--- src/ssc_pkg.sv ---
// constants, types and field layouts of the stepper sequencer control
// assumes a single 25 MHz pclk domain and an APB register port
package ssc_pkg;
   // -----------------------------------------------
   // register map
   // -----------------------------------------------
   localparam int ADDR_W = 8;
   localparam logic [ADDR_W-1:0] CFG_OFS = 8'h00;
   localparam logic [ADDR_W-1:0] STAT_OFS = 8'h04;
   localparam int CFG_MICRO_BIT = 0;
   localparam int CFG_DUAL_BIT = 1;
   localparam logic [1:0] CFG_RST = 2'h1;
   localparam int STAT_POS_LSB = 0;
   localparam int STAT_TWO_BIT = 6;
   localparam int STAT_SLEEP_BIT = 7;
   localparam int STAT_STBY_BIT = 8;
   localparam int STAT_FLAG_BIT = 9;
   localparam int STAT_WAKE_BIT = 10;
   localparam int STAT_FAULT_LSB = 11;
   // -----------------------------------------------
   // sequencer
   // -----------------------------------------------
   localparam logic [5:0] POS_INIT = 6'h08;
   localparam logic [5:0] FULL_OFS = 6'h08;
   localparam logic [3:0] LVL_HALF = 4'h8;
   localparam logic [3:0] LVL_FULL = 4'hf;
   // -----------------------------------------------
   // timing
   // -----------------------------------------------
   localparam longint CLK_HZ = 64'd25000000;
   localparam longint WAKE_US = 64'd100;
   localparam int WAKE_CNT_W = 12;
   localparam logic [WAKE_CNT_W-1:0] WAKE_CYC =
      WAKE_CNT_W'((WAKE_US * CLK_HZ + 64'd999999) / 64'd1000000);
   // -----------------------------------------------
   // types
   // -----------------------------------------------
   typedef enum logic [2:0] {
      RES_FULL8, RES_FULLF, RES_HALF, RES_HALFF,
      RES_QUARTER, RES_EIGHTH, RES_SIXTEENTH
   } ssc_res_t;
   typedef struct packed {
      logic en;
      logic neg;
      logic [3:0] level;
   } ssc_phase_t;
   typedef struct packed {
      logic step_mode_sel_2;
      logic step_mode_sel_1;
      logic step_mode_sel_0;
   } ssc_mode_sel_t;
   typedef struct packed {
      logic coil_open;
      logic coil_short;
      logic thermal;
   } ssc_fault_t;
   typedef struct packed {
      logic step;
      logic dir;
      ssc_mode_sel_t mode;
      logic rst;
      logic sleep;
      logic sync;
      ssc_fault_t fault;
   } ssc_pins_t;
   typedef struct packed {
      ssc_pins_t s1;
      ssc_pins_t s2;
      logic step_prev;
      logic [5:0] pos;
      ssc_res_t res;
      logic flag;
      logic [1:0] cfg;
      logic [WAKE_CNT_W-1:0] wake_cnt;
      logic wake_ready;
      logic pready;
      logic pslverr;
      logic [31:0] prdata;
      ssc_phase_t pa;
      ssc_phase_t pb;
      logic mon;
      logic chop;
   } ssc_state_t;
endpackage

--- src/ssc_top.sv ---
// stepper sequencer control: pin synchronisers, phase sequencer,
// sleep handling, protection latch and APB register slave
// assumes pins are asynchronous to pclk; fault inputs come from
// the analog protection comparators
//
// Chosen here: the APB register port and the address map.
`timescale 1ns/1ns
module ssc_top
(
   input wire logic pclk, // 25 MHz clock
   input wire logic presetn, // async reset, power cycle
   input wire logic ce, // clock enable, freezes all
   input wire logic psel, // apb select
   input wire logic penable, // apb access phase
   input wire logic pwrite, // apb write
   input wire logic [ssc_pkg::ADDR_W-1:0] paddr, // apb address
   input wire logic [31:0] pwdata, // apb write data
   output logic [31:0] prdata, // apb read data
   output logic pready, // apb ready
   output logic pslverr, // apb error
   input wire logic step_clk, // step clock pin
   input wire logic direction_select, // low forward
   input wire ssc_pkg::ssc_mode_sel_t step_mode_sel, // mode pins
   input wire logic logic_reset, // sequencer reset, high
   input wire logic ref_level_or_light_sleep, // high: sleep
   input wire logic sync_chop_sel, // high: sync chopping
   input wire ssc_pkg::ssc_fault_t fault_in, // protection trips
   output ssc_pkg::ssc_phase_t phase_a_drive, // phase a
   output ssc_pkg::ssc_phase_t phase_b_drive, // phase b
   output logic two_phase_monitor_out, // two-phase position
   output logic protection_flag, // protection latched
   output logic sync_chop_active // chop both phases together
);
   ssc_pkg::ssc_state_t s;
   ssc_pkg::ssc_state_t n;
   ssc_pkg::ssc_pins_t pins;
   ssc_pkg::ssc_res_t new_res;
   logic micro;
   logic dual;
   logic stby;
   logic ev;
   logic [5:0] sz;
   logic [5:0] mask;
   logic [5:0] off;
   logic [5:0] rel;
   logic on_lat;
   logic [5:0] nxt;
   logic [3:0] k;
   logic [3:0] cmag;
   logic [3:0] amag;
   logic [3:0] bmag;
   logic aneg;
   logic bneg;
   logic two_phase;
   logic [31:0] stat;
   logic setup;
   logic access;

   // -----------------------------------------------
   // pin capture
   // -----------------------------------------------
   assign pins.step = step_clk;
   assign pins.dir = direction_select;
   assign pins.mode = step_mode_sel;
   assign pins.rst = logic_reset;
   assign pins.sleep = ref_level_or_light_sleep;
   assign pins.sync = sync_chop_sel;
   assign pins.fault = fault_in;

   assign micro = s.cfg[ssc_pkg::CFG_MICRO_BIT];
   assign dual = s.cfg[ssc_pkg::CFG_DUAL_BIT];

   // -----------------------------------------------
   // mode decode
   // -----------------------------------------------
   // standby acts as a level: no step edge would ever apply it
   assign stby = s.s2.mode.step_mode_sel_2 &
      (~micro | (s.s2.mode.step_mode_sel_0 & s.s2.mode.step_mode_sel_1));

   always_comb
   begin
      case (s.s2.mode)
         3'b000: new_res = ssc_pkg::RES_FULL8;
         3'b001: new_res = ssc_pkg::RES_FULLF;
         3'b010: new_res = ssc_pkg::RES_HALF;
         3'b011: new_res = ssc_pkg::RES_HALFF;
         3'b100: new_res = ssc_pkg::RES_QUARTER;
         3'b101: new_res = ssc_pkg::RES_EIGHTH;
         3'b110: new_res = ssc_pkg::RES_SIXTEENTH;
         default: new_res = s.res;
      endcase
   end

   // -----------------------------------------------
   // step edge and next position
   // -----------------------------------------------
   // pulses shorter than one pclk period may be missed
   assign ev = ~stby & ((s.s2.step & ~s.step_prev) |
      (dual & ~s.s2.step & s.step_prev));

   always_comb
   begin
      case (new_res)
         ssc_pkg::RES_FULL8, ssc_pkg::RES_FULLF: sz = 6'h10;
         ssc_pkg::RES_HALF, ssc_pkg::RES_HALFF: sz = 6'h08;
         ssc_pkg::RES_QUARTER: sz = 6'h04;
         ssc_pkg::RES_EIGHTH: sz = 6'h02;
         ssc_pkg::RES_SIXTEENTH: sz = 6'h01;
         default: sz = 6'h10;
      endcase
   end

   assign off = (sz == 6'h10) ? ssc_pkg::FULL_OFS : 6'h00;
   assign mask = sz - 6'h01;
   assign rel = s.pos - off;
   assign on_lat = (rel & mask) == 6'h00;

   // off-lattice positions snap to the next lattice point in the
   // direction of travel, so one edge never moves more than one step
   always_comb
   begin
      if (!s.s2.dir)
      begin
         if (on_lat)
         begin
            nxt = rel + sz + off;
         end
         else
         begin
            nxt = (rel | mask) + 6'h01 + off;
         end
      end
      else
      begin
         if (on_lat)
         begin
            nxt = rel - sz + off;
         end
         else
         begin
            nxt = (rel & ~mask) + off;
         end
      end
   end

   // -----------------------------------------------
   // phase levels from position
   // -----------------------------------------------
   assign k = s.pos[3:0];
   assign cmag = (k == 4'h0) ? ssc_pkg::LVL_FULL : 4'(5'h10 - {1'b0, k});

   always_comb
   begin
      case (s.pos[5:4])
         2'h0:
         begin
            amag = cmag;
            aneg = 1'b0;
            bmag = k;
            bneg = 1'b0;
         end
         2'h1:
         begin
            amag = k;
            aneg = 1'b1;
            bmag = cmag;
            bneg = 1'b0;
         end
         2'h2:
         begin
            amag = cmag;
            aneg = 1'b1;
            bmag = k;
            bneg = 1'b1;
         end
         default:
         begin
            amag = k;
            aneg = 1'b0;
            bmag = cmag;
            bneg = 1'b1;
         end
      endcase
      if (s.res == ssc_pkg::RES_FULLF || s.res == ssc_pkg::RES_HALFF)
      begin
         if (amag != 4'h0)
         begin
            amag = ssc_pkg::LVL_FULL;
         end
         if (bmag != 4'h0)
         begin
            bmag = ssc_pkg::LVL_FULL;
         end
      end
   end

   assign two_phase =
      (amag == ssc_pkg::LVL_HALF || amag == ssc_pkg::LVL_FULL) &&
      (bmag == ssc_pkg::LVL_HALF || bmag == ssc_pkg::LVL_FULL);

   // -----------------------------------------------
   // status word and bus phases
   // -----------------------------------------------
   always_comb
   begin
      stat = 32'h0;
      stat[ssc_pkg::STAT_POS_LSB +: 6] = s.pos;
      stat[ssc_pkg::STAT_TWO_BIT] = two_phase;
      stat[ssc_pkg::STAT_SLEEP_BIT] = s.s2.sleep;
      stat[ssc_pkg::STAT_STBY_BIT] = stby;
      stat[ssc_pkg::STAT_FLAG_BIT] = s.flag;
      stat[ssc_pkg::STAT_WAKE_BIT] = s.wake_ready;
      stat[ssc_pkg::STAT_FAULT_LSB +: 3] = s.s2.fault;
   end

   assign setup = psel & ~penable;
   assign access = psel & penable & s.pready;

   // -----------------------------------------------
   // next state
   // -----------------------------------------------
   always_comb
   begin
      n = s;
      if (ce)
      begin
         n.s1 = pins;
         n.s2 = s.s1;
         n.step_prev = s.s2.step;
         if (s.s2.rst)
         begin
            // no wait for a step edge; edges during reset are dropped
            n.pos = ssc_pkg::POS_INIT;
            n.res = new_res;
         end
         else if (ev)
         begin
            n.pos = nxt;
            n.res = new_res;
         end
         n.flag = s.flag | (|s.s2.fault);
         if (s.s2.sleep || stby)
         begin
            n.wake_cnt = '0;
            n.wake_ready = 1'b0;
         end
         else if (s.wake_cnt == ssc_pkg::WAKE_CYC - 1'b1)
         begin
            n.wake_ready = 1'b1;
         end
         else
         begin
            n.wake_cnt = s.wake_cnt + 1'b1;
         end
         // reset is deliberately absent from the enable term
         n.pa.en = ~s.s2.sleep & ~stby & ~s.flag;
         n.pb.en = ~s.s2.sleep & ~stby & ~s.flag;
         n.pa.neg = aneg;
         n.pa.level = amag;
         n.pb.neg = bneg;
         n.pb.level = bmag;
         n.mon = micro & two_phase;
         n.chop = s.s2.sync & two_phase;
         n.pready = setup;
         if (setup)
         begin
            n.prdata = 32'h0;
            n.pslverr = 1'b0;
            if (paddr == ssc_pkg::CFG_OFS)
            begin
               n.prdata = {30'h0, s.cfg};
            end
            else if (paddr == ssc_pkg::STAT_OFS)
            begin
               n.prdata = stat;
            end
            else
            begin
               n.pslverr = 1'b1;
            end
         end
         if (access && pwrite && paddr == ssc_pkg::CFG_OFS)
         begin
            n.cfg = pwdata[1:0];
         end
      end
   end

   always_ff @(posedge pclk or negedge presetn)
   begin
      if (!presetn)
      begin
         s <= '0;
         s.pos <= ssc_pkg::POS_INIT;
         s.res <= ssc_pkg::RES_FULL8;
         s.cfg <= ssc_pkg::CFG_RST;
      end
      else
      begin
         s <= n;
      end
   end

   // -----------------------------------------------
   // outputs
   // -----------------------------------------------
   assign prdata = s.prdata;
   assign pready = s.pready;
   assign pslverr = s.pslverr;
   assign phase_a_drive = s.pa;
   assign phase_b_drive = s.pb;
   assign two_phase_monitor_out = s.mon;
   assign protection_flag = s.flag;
   assign sync_chop_active = s.chop;
endmodule

--- config.mk ---
export PLATFORM = sky130hd
export DESIGN_NAME = ssc_top
export DESIGN_NICKNAME = d
export VERILOG_FILES = /design/src/ssc_pkg.sv /design/src/ssc_top.sv
export SDC_FILE = /design/constraint.sdc
export NUM_CORES = 1
export LEC_CHECK = 0
export ABC_AREA = 1
export BUFFER_PORTS_ARGS = -buffer_cell sky130_fd_sc_hd__buf_2
export CORE_ASPECT_RATIO = 0.8
export CORE_MARGIN = 5
export CORE_UTILIZATION = 55
export CTS_BUF_LIST = sky130_fd_sc_hd__clkbuf_4
export DETAILED_ROUTE_END_ITERATION = 7
export PLACE_DENSITY = 0.78
export SYNTH_ARGS = -nofsm -noshare
export SYNTH_HDL_FRONTEND = slang
export SYNTH_SLANG_ARGS = --single-unit
--- constraint.sdc ---
create_clock -name pclk -period 5.7 [get_ports pclk]
set_input_delay 0.285 -clock pclk [delete_from_list [all_inputs] [get_ports pclk]]
set_output_delay 0.285 -clock pclk [all_outputs]
set_load 0.005 [all_outputs]
* Word-level counts from Yosys, hierarchy flattened
Index checks and enable logic that the tools add are counted.
** Storage, ports and cells
- Flip-flop bits (word level) :: 95
- Bits in latches :: 0
- RAM bits :: 0
- Memory bits (read-only) :: 0
- Bits of input ports :: 57
- Output and inout port bits :: 49
- Logic and storage cells :: 150
- Memories kept :: 0
** Operators by class
- Add/subtract/negate cells :: 11
- Multipliers :: 0
- Divide/modulo/power cells :: 0
- Magnitude comparators :: 0
- Equal/unequal tests :: 23
- Shift-type cells :: 0
- Multiplexer cells :: 24
- Bitwise logic cells :: 27
- Reductions and logical operators :: 26
** Operators by type and width (number)
- $mux W4 :: 8
- $mux W14 :: 2
- $add A6 B4 Y6 :: 4
- $pmux W3 S7 :: 1
- $pmux W5 S4 :: 1
- $eq A3 B3 Y1 const B :: 6
- $mux W6 :: 3
- $mux W9 :: 2
- $eq A4 B4 Y1 const B :: 4
- $eq A3 B2 Y1 const B :: 5
- $and A1 B1 Y1 :: 13
- $mux W13 :: 1
- $add A12 B1 Y12 const B :: 1
- $and A6 B6 Y6 :: 2
- $eq A12 B12 Y1 const B :: 1
- $mux W12 :: 1
- $reduce_and A2 Y1 :: 5
- $eq A8 B3 Y1 const B :: 1
- $logic_not A8 Y1 :: 1
- $reduce_bool A4 Y1 :: 2
- $reduce_or A2 Y1 :: 4
- $not A1 Y1 :: 7
- $add A6 B1 Y6 const B :: 1
- $add A6 B6 Y6 :: 1
- 21 further kinds :: 34

* Logic depth before layout (Yosys ltp)
Gate-level depths: netlist of run 1.
- Depth in word-level cells :: 15
- Mapped depth :: 22
- Depth with buffers taken out :: 22

* Worst setup path before layout of run 1
No wires, ideal clock.
- Path kind :: register to register
- Start point :: register s[81] (netlist bit)
- End point :: register s[72] (netlist bit)
- Library setup time :: 65 ps
- Data arrival time :: 3322 ps
- Required time :: 5635 ps
- Slack :: 2312 ps
- Stages on the path, launching flop included :: 23
- Buffers on the path :: 0
- Period minus slack after synthesis :: 3388 ps
- Cells stage by stage :: dfrtp_1 > nand2_1 > nor2_2 > nor2_2 > nand2_1 > nor2_1 > inv_1 > ha_1 > nand2_4 > nor2_1 > ha_1 > ha_1 > inv_1 > ha_1 > ha_1 > a21oi_1 > xor2_1 > nand2_1 > nand2_1 > nor2_1 > nor2_1 > nand2_1 > nand2_1
** On the way
- Cells in the longest elaborated chain, start to end :: 15
- Elaborated cells between the ends (all ways) :: 43
- Those cells by class :: 9 x add/sub; 12 x eq/ne; 8 x mux; 9 x bitwise; 5 x reduce/logical
** Ends and longest elaborated chain
- from (decl) :: line ssc_top.sv:34 : ssc_pkg::ssc_state_t s;
- from (signal assigned) :: line ssc_top.sv:300 : s <= n;
- $eq A3 B3 Y1 (tied with other cells) :: line ssc_top.sv:82 : case (s.s2.mode)
- $pmux W3 S7 :: line ssc_top.sv:82
- $eq A3 B2 Y1 :: line ssc_top.sv:103 : case (new_res)
- $reduce_or A2 Y1 :: line ssc_top.sv:103
- $pmux W5 S4 :: line ssc_top.sv:103
- $eq A6 B5 Y1 :: line ssc_top.sv:113 : assign off = (sz == 6'h10) ? ssc_pkg::FULL_OFS : 6'h00;
- $mux W4 :: line ssc_top.sv:113
- $sub A6 B4 Y6 :: line ssc_top.sv:115 : assign rel = s.pos - off;
- $or A6 B6 Y6 :: line ssc_top.sv:130 : nxt = (rel | mask) + 6'h01 + off;
- $add A6 B1 Y6 :: line ssc_top.sv:130
- $add A6 B4 Y6 :: line ssc_top.sv:130
- $mux W6 :: line ssc_top.sv:124 : if (on_lat)
- $mux W6 :: line ssc_top.sv:122 : if (!s.s2.dir)
- $mux W9 :: line ssc_top.sv:236 : else if (ev)
- $mux W9 :: line ssc_top.sv:230 : if (s.s2.rst)
Several ways; a longest one is shown, not always the timed one. The select of a mux whose other input is x is not followed.
A chain may end at the register's enable or synchronous reset.

* Worst setup path after layout of run 1
Ends and elaborated chain as after synthesis.

==> results of run 1 <==
-- metrics by stage --
step | hold slack (ps) | cells
5_1_grt | 30.2 | 791
3_3_place_gp | 455 | 775
2_1_floorplan | -10.6 | 662
6_report | -26.9 | 791
3_5_place_dp | 459 | 775
4_1_cts | 5.90 | 791
-- layout make-up --
class,count,area (um2),area share (%)
Multi-Input combinational cell,452,2370,45.8
Sequential cell,77,1930,37.4
Timing Repair Buffer,58,295,5.72
Inverter,76,285,5.52
Tap cell,112,140,2.71
Clock inverter,7,80.1,1.55
Clock buffer,9,67.6,1.31
-- logic make-up (layout without fill, tap and decap cells) --
family | Yosys count | after routing
AOI/OAI and AO/OA | 90 | 90
xor gates and xnor gates | 8 | 8
adders and majority gates | 29 | 29
buffers and inverters | 133 | 150
DFF | 77 | 77
muxes | 2 | 2
other | 1 | 18
and+or+nand+nor | 305 | 305
-- per-layer routing --
metal / wire length, um / vias to the layer above
met3: 729 / 12
met2: 4570 / 95
met1: 4770 / 1883
met4: 118 / 0
met5: 0 / -
li1: - / 2066
-- path summary, 6_finish.rpt --
check | start | depth (start not counted) | to
max in group asynchronous | presetn | 1 | prdata[13]
min | presetn | 1 | s[59]
max reg2reg | s[81] | 22 | s[72]
min in group pclk | step_clk | 3 | s[95]
max | s[81] | 22 | s[72]
min reg2reg | s[86] | 2 | s[86]
-- flip-flops by register name, indices dropped and copies added (netlist names) --
name                   flops
prdata                    14
phase_b_drive              6
s                         41
two_phase_monitor_out      1
k                          4
phase_a_drive              5
protection_flag            1
dual                       1
sync_chop_active           1
micro                      1
pready                     1
pslverr                    1
-- power by group through the flow --
stage               clock network (uW)  registers [uW]  logic [uW]
finish                             350             697        1030
global route                       379             710        1200
CTS                                360             697        1030
detailed placement                   0             707        1030
global placement                     0             704         985
floorplan                            0             689         860
-- layout by cell type, fill, tap and decap left out, drive strengths merged, types with 2 or more instances in the layout --
master	Yosys	final
nand3	46	46
xor2	5	5
nor2	40	40
nand4	9	9
buf	48	58
nor3	9	9
o21ai	62	62
o31ai	2	2
nor4	4	4
conb	1	18
dfrtp	75	75
xnor2	3	3
o211ai	3	3
and2	2	2
mux2	2	2
inv	75	78
clkinv	1	3
dfstp	2	2
a21oi	21	21
fa	2	2
ha	27	27
or2	2	2
clkbuf	9	9
nand2	192	192
==> metrics.md, run 1 <==
| Metric | Value |
|---|---|
| Top cells by count, synth | `187 x nand2_1, 75 x dfrtp_1, 73 x inv_1, 55 x o21ai_0` |
| WS Path Type | `flop to flop` |
| Required time of the critical path | `6070 ps` |
| Htree depth | `3` |
| Vias in the first global route | `3,952` |
| Avg Cell Area, Syn | `approximately 7.6 um2` |
| Leak | `0.00280 uW` |
| Warnings, synthesis | `0` |
| Layout overhead on the synthesized area | `5.28%` |
| Rel. slew slack | `36.4%` |
| CTS Buf Count | `9` |
| RSZ-0062 raised after global routing | `false` |
| Setup TNS Final | `0 ps` |
| GRT met2 Usage | `around 33%` |
| Sw Ratio | `45.1%` |
| Fmax | `256 MHz` |
| Pwr dens | `402 nW/um2` |
| Most frequent CP cell | `nand2_1` |
| Met3 track demand over resource | `5.25%` |
| Die Wd | `around 120 um` |
| Final setup fails | `0` |
| Buffers and inverters on the worst path | `2` |
| Count leader, synth | `nand2_1` |
| Starting DRT DRC Count | `292` |
| Share of post-route cells with drive strength above 1 | `15.0%` |
| Die H | `94.5 um` |
| Dpl ws | `1870 ps` |
| Multiplexer area fraction after synthesis | `less than 1%` |
| Worst vdd ir | `0.214 mV` |
| Post-synthesis adder-cell area fraction | `7.70%` |
| Post-synthesis cell area | `4900 um2` |
| Total of max-cap violations | `0` |
| Actual slew at the worst max-slew pin | `953 ps` |
| Yosys reg bits | `77` |
| Design Area, Final | `between 5000 and 6000 um2` |
| Post-DRT Antenna Nets | `0` |
| Worst skew pair latency | `430 ps` |
| Total grt overflow | `0` |
| Mapped Cells | `645` |
| Status | `finished, violations left` |
| Buffers on Ports | `57` |
| Routed WL | `roughly 10 mm` |
| CTS sink count | `77` |
| Cell row count | `30` |
| Nets | `between 700 and 800` |
| Clock transition at path regs | `130 ps` |
| Ant diodes | `0` |
| Most used routing layer | `met2` |
| Largest delay contributor family on the critical path | `simple AND/OR/NAND/NOR gates` |
| Pint | `roughly 1100 uW` |
| Synth Area in Compound Gates | `under 10%` |
| Critical Path Source Type | `flop` |
| First-pass GRT wire length | `around 18 mm` |
| Post-Route Utilization | `60.1%` |
| Core area | `8600 um2` |
| Sw power | `roughly 940 uW` |
| Met1 GRT Util | `27.0%` |
| Routed vias | `around 4,100` |
| FFs w/ async S/R, synth | `100%` |
| Post-CTS sizing | `0` |
| Vias per inst | `5.13` |
| Final Hold Vio Count | `10` |
| Routability congestion estimate | `around 0.87` |
| Worst-path fanout max | `7` |
| Synth unique cells | `41` |
| Failing checks | `hold timing` |
| Final worst setup slack | `1790 ps` |
| Synth Area in Simple Gates | `a little over a quarter` |
| CP Cell Sequence | `nand2_1, nor2_2, nor2_2, nand2_1, nor2_1, inv_1, ha_1, nand2_4, nor2_1, ha_1, ha_1, inv_1, ha_1, ha_1, a21oi_1, xor2_1, nand2_1, nand2_1, nor2_1, nor2_1, nand2_1, nand2_1` |
| Sequential area share after synthesis | `39.3%` |
| Largest family of logic cells by synthesized area | `simple AND/OR/NAND/NOR gates` |
| Clk pwr share | `16.8%` |
| Initial antenna violation count | `0` |
| Data arrival, critical path | `4280 ps` |
| Comb pwr share | `slightly below 50%` |
| Sequential power share | `33.5%` |
| Min Tclk post-route | `3910 ps` |
| IO Pins | `~110` |
| Fillcell total | `around 800` |
| Worst Hold Slack | `-26.9 ps` |
| Final HPWL DP | `7.71 mm` |
| Global Route Usage Sum | `roughly 20%` |
| Crit-path max cell delay | `450 ps` |
| First drt pass iteration count | `4` |
| Die area | `10,900 um2` |
| EDFF count, synth | `0` |
| CTS tree | `built` |
| Tot Pwr | `2080 uW` |
| Placed cell area | `5020 um2` |
| Starting Density | `a little under three fifths` |
| Maximum root-to-sink buffer count | `2` |
| CTS Root Cell | `clkbuf_4` |
| Largest net degree at the start of global routing | `78` |
| Reg2Reg Setup Slack | `~1800 ps` |
| Post-synthesis xor/xnor area fraction | `1.43%` |
| Setup Buffers After CTS | `0` |
| Yosys top cell area share | `38.3%` |
| CP endpoint kind | `flop` |
| DRC | `0` |
| Ys flop type | `dfrtp_1` |
| Synth top area cells | `dfrtp_1 38%, nand2_1 14%, ha_1 6.9%` |
| Setup skew after layout | `about 17 ps` |
| HP Class | `primary input to async pin` |
| # hold bufs at CTS | `0` |
| Period Utilization, post-route | `68.6%` |
| Synth area leader | `dfrtp_1` |
| Final Max Tran Viols | `0` |
| Crit path max-delay cell type | `dfrtp_1` |
| Routed len/inst | `12.9 um` |
Note: power is estimated with default switching activity, not from simulation.
==> run 2, diff against run 1 <==
==> constraint.sdc (replaced) <==
create_clock -name pclk -period 3.8 [get_ports pclk]
set_input_delay 0.19 -clock pclk [delete_from_list [all_inputs] [get_ports pclk]]
set_output_delay 0.19 -clock pclk [all_outputs]
set_load 0.005 [all_outputs]
==> run 2 against run 1 <==
- the flow now finishes without violations
- clock power grew 29%
- utilization grew 1.8 points
- final cell count grew 2.3%
- critical path depth is the same
- sequential cell count is the same
- clock-buffer cell count is the same
- die area is the same
- combinational power grew 53%
- register-to-register slack lost 1500 ps
- first-iteration DRC count shrank 6.5%
- hold slack gained 150 ps
- critical path type unchanged
- largest power group unchanged
==> metrics.md, run 2 (synthesis results as in run 1) <==
| Metric | Value |
|---|---|
| Worst-path fanout max | `6 (was 7)` |
| Final Hold Vio Count | `0 (was 10)` |
| Period Utilization, post-route | `91.9% (was 68.6%)` |
| Data arrival, critical path | `3850 ps (was 4280 ps)` |
| Die area | `10,900 um2 (unchanged)` |
| Vias in the first global route | `3,971 (was 3,952)` |
| Routed len/inst | `13.1 um (was 12.9 um)` |
| First-pass GRT wire length | `18.3 mm (was 17.6 mm)` |
| Leak | `0.00286 uW (was 0.00280 uW)` |
| Final HPWL DP | `7.92 mm (was 7.71 mm)` |
| Initial antenna violation count | `0 (unchanged)` |
| Global Route Usage Sum | `20.7% (was 20.0%)` |
| Maximum root-to-sink buffer count | `2 (unchanged)` |
| Most common cell after layout, fill and taps aside | `nand2_1 (unchanged)` |
| Nets | `778 (was 760)` |
| Ant diodes | `0 (unchanged)` |
| Actual slew at the worst max-slew pin | `945 ps (was 953 ps)` |
| Worst R2R Start | `s[81] (unchanged)` |
| Starting DRT DRC Count | `273 (was 292)` |
| WS Path Type | `flop to flop (unchanged)` |
| Routed WL | `10.6 mm (was 10.2 mm)` |
| CP endpoint kind | `flop (unchanged)` |
| Die Wd | `116 um (unchanged)` |
| Starting Density | `57.1% (unchanged)` |
| Design Area, Final | `5320 um2 (was 5160 um2)` |
| Total of max-cap violations | `0 (unchanged)` |
| Required time of the critical path | `4160 ps (was 6070 ps)` |
| Max FFs per register | `41 (unchanged)` |
| Htree depth | `3 (unchanged)` |
| CTS sink count | `77 (unchanged)` |
| Routed vias | `4,198 (was 4,056)` |
| Die H | `94.5 um (unchanged)` |
| Clock transition at path regs | `140 ps (was 130 ps)` |
| Worst vdd ir | `0.340 mV (was 0.214 mV)` |
| Pwr dens | `580 nW/um2 (was 402 nW/um2)` |
| Buffers on Ports | `57 (unchanged)` |
| Vias per inst | `5.19 (was 5.13)` |
| DRC | `0 (unchanged)` |
| Rel. slew slack | `37.0% (was 36.4%)` |
| HP Start | `paddr[2]` |
| Largest net degree at the start of global routing | `78 (unchanged)` |
| First drt pass iteration count | `5 (was 4)` |
| Core area | `8600 um2 (unchanged)` |
| IO Pins | `106 (unchanged)` |
| Critical Path Source | `s[81] (unchanged)` |
| CTS Buf Count | `9 (unchanged)` |
| Setup skew after layout | `22.7 ps (was 17.3 ps)` |
| Commonest cells after routing, fill and taps aside | `187 x nand2_1, 75 x dfrtp_1, 73 x inv_1 (unchanged)` |
| Worst Hold Slack | `123 ps (was -26.9 ps)` |
| CTS tree | `built (unchanged)` |
| Largest Register | `s (unchanged)` |
| Status | `finished, final reports clean (was finished, violations left)` |
| Fmax | `286 MHz (was 256 MHz)` |
| RSZ-0062 raised after global routing | `false (unchanged)` |
| Final Max Tran Viols | `0 (unchanged)` |
| CTS Root Cell | `clkbuf_4 (unchanged)` |
| HP Class | `primary input to flop (was primary input to async pin)` |
| Setup TNS Final | `0 ps (unchanged)` |
| Placed cell area | `5050 um2 (was 5020 um2)` |
| Final setup fails | `0 (unchanged)` |
| Routability congestion estimate | `0.910 (was 0.873)` |
| Cell row count | `30 (unchanged)` |
| Total grt overflow | `0 (unchanged)` |
| Critical Path Source Type | `flop (unchanged)` |
| Worst skew pair latency | `430 ps (about the same)` |
| Min Tclk post-route | `3490 ps (was 3910 ps)` |
| Post-DRT Antenna Nets | `0 (unchanged)` |
| Share of post-route cells with drive strength above 1 | `15.4% (was 15.0%)` |
| Layout overhead on the synthesized area | `8.44% (was 5.28%)` |
-- run 2: cell count changes in the layout (fill, tap and decap cells not counted), sizes merged --
cell         before  now
buf              58   62
dlygate4sd3       0   14
bufinv            1    0
clkinv            3    4
clkinvlp          1    2
inv              78   77
-- run 2: layout make-up --
type | count | area (um2)
flip-flops and latches | 77 | 1930
clock buffers | 9 | 67.6
clock inverters | 7 | 57.6
well taps | 112 | 140
inverters | 76 | 285
fillers | 783 | 3280
repair buffers | 76 | 465
multi-input cells | 452 | 2370
-- run 2: path summary, 6_finish.rpt --
check / end / slack [ps] / cells after the start
min in group asynchronous: s[59] / 420 / 2
hold reg to reg: s[94] / 490 / 2
hold / removal: prdata[0] / 120 / 4
setup reg to reg: s[72] / 310 / 22
setup / recovery: s[72] / 310 / 22
max in group asynchronous: s[50] / 2740 / 2
-- run 2: per-stage QoR --
stage                     util, %  total power [uW]  std cells  setup slack (ps)
final                        61.9              3080        809               308
after global routing         61.9              3400        809              1.44
after CTS                    61.8              3100        809               179
after detailed placement     58.7              2620        779               224
after global placement       58.7              2540        779               270
after floorplan                 -              2320        662               412
-- run 2: critical path, stage by stage, from the launching register on --
cell and delay, ps:
dfrtp_1 440, nand2_1 120, nor2_2 50, nor2_4 140, nand2_1 120, nor2_2 150
inv_1 80, ha_1 240, nand2_4 80, nor2_1 40, ha_1 190, ha_1 280
inv_1 160, ha_1 280, ha_1 330, a21oi_1 180, xor2_1 160, nand2_1 70
nand2_1 70, nor2_1 40, nor2_1 100, nand2_1 60, nand2_1 50
-- run 2: report_power, final --
group / total (uW) / switching [uW] / internal, uW
Clock: 453 / 311 / 142
Combinational: 1580 / 1010 / 578
Sequential: 1050 / 105 / 942
Total: 3080 / 1420 / 1660
-- run 2: per-layer routing --
metal / vias up / track usage (%) / wire [um]
met2: 119 / 32.9 / 4770
met3: 12 / 4.55 / 630
li1: 2105 / - / -
met4: 0 / 5.47 / 116
met5: - / 0 / 0
met1: 1962 / 28.9 / 5110
-- run 2: timing repair --
action	CTS	global route
gates resized for setup	0	2
endpoints found under the setup margin	0	1
hold buffers	14	0
hold endpoints to repair	88	0
buffers inserted	0	0
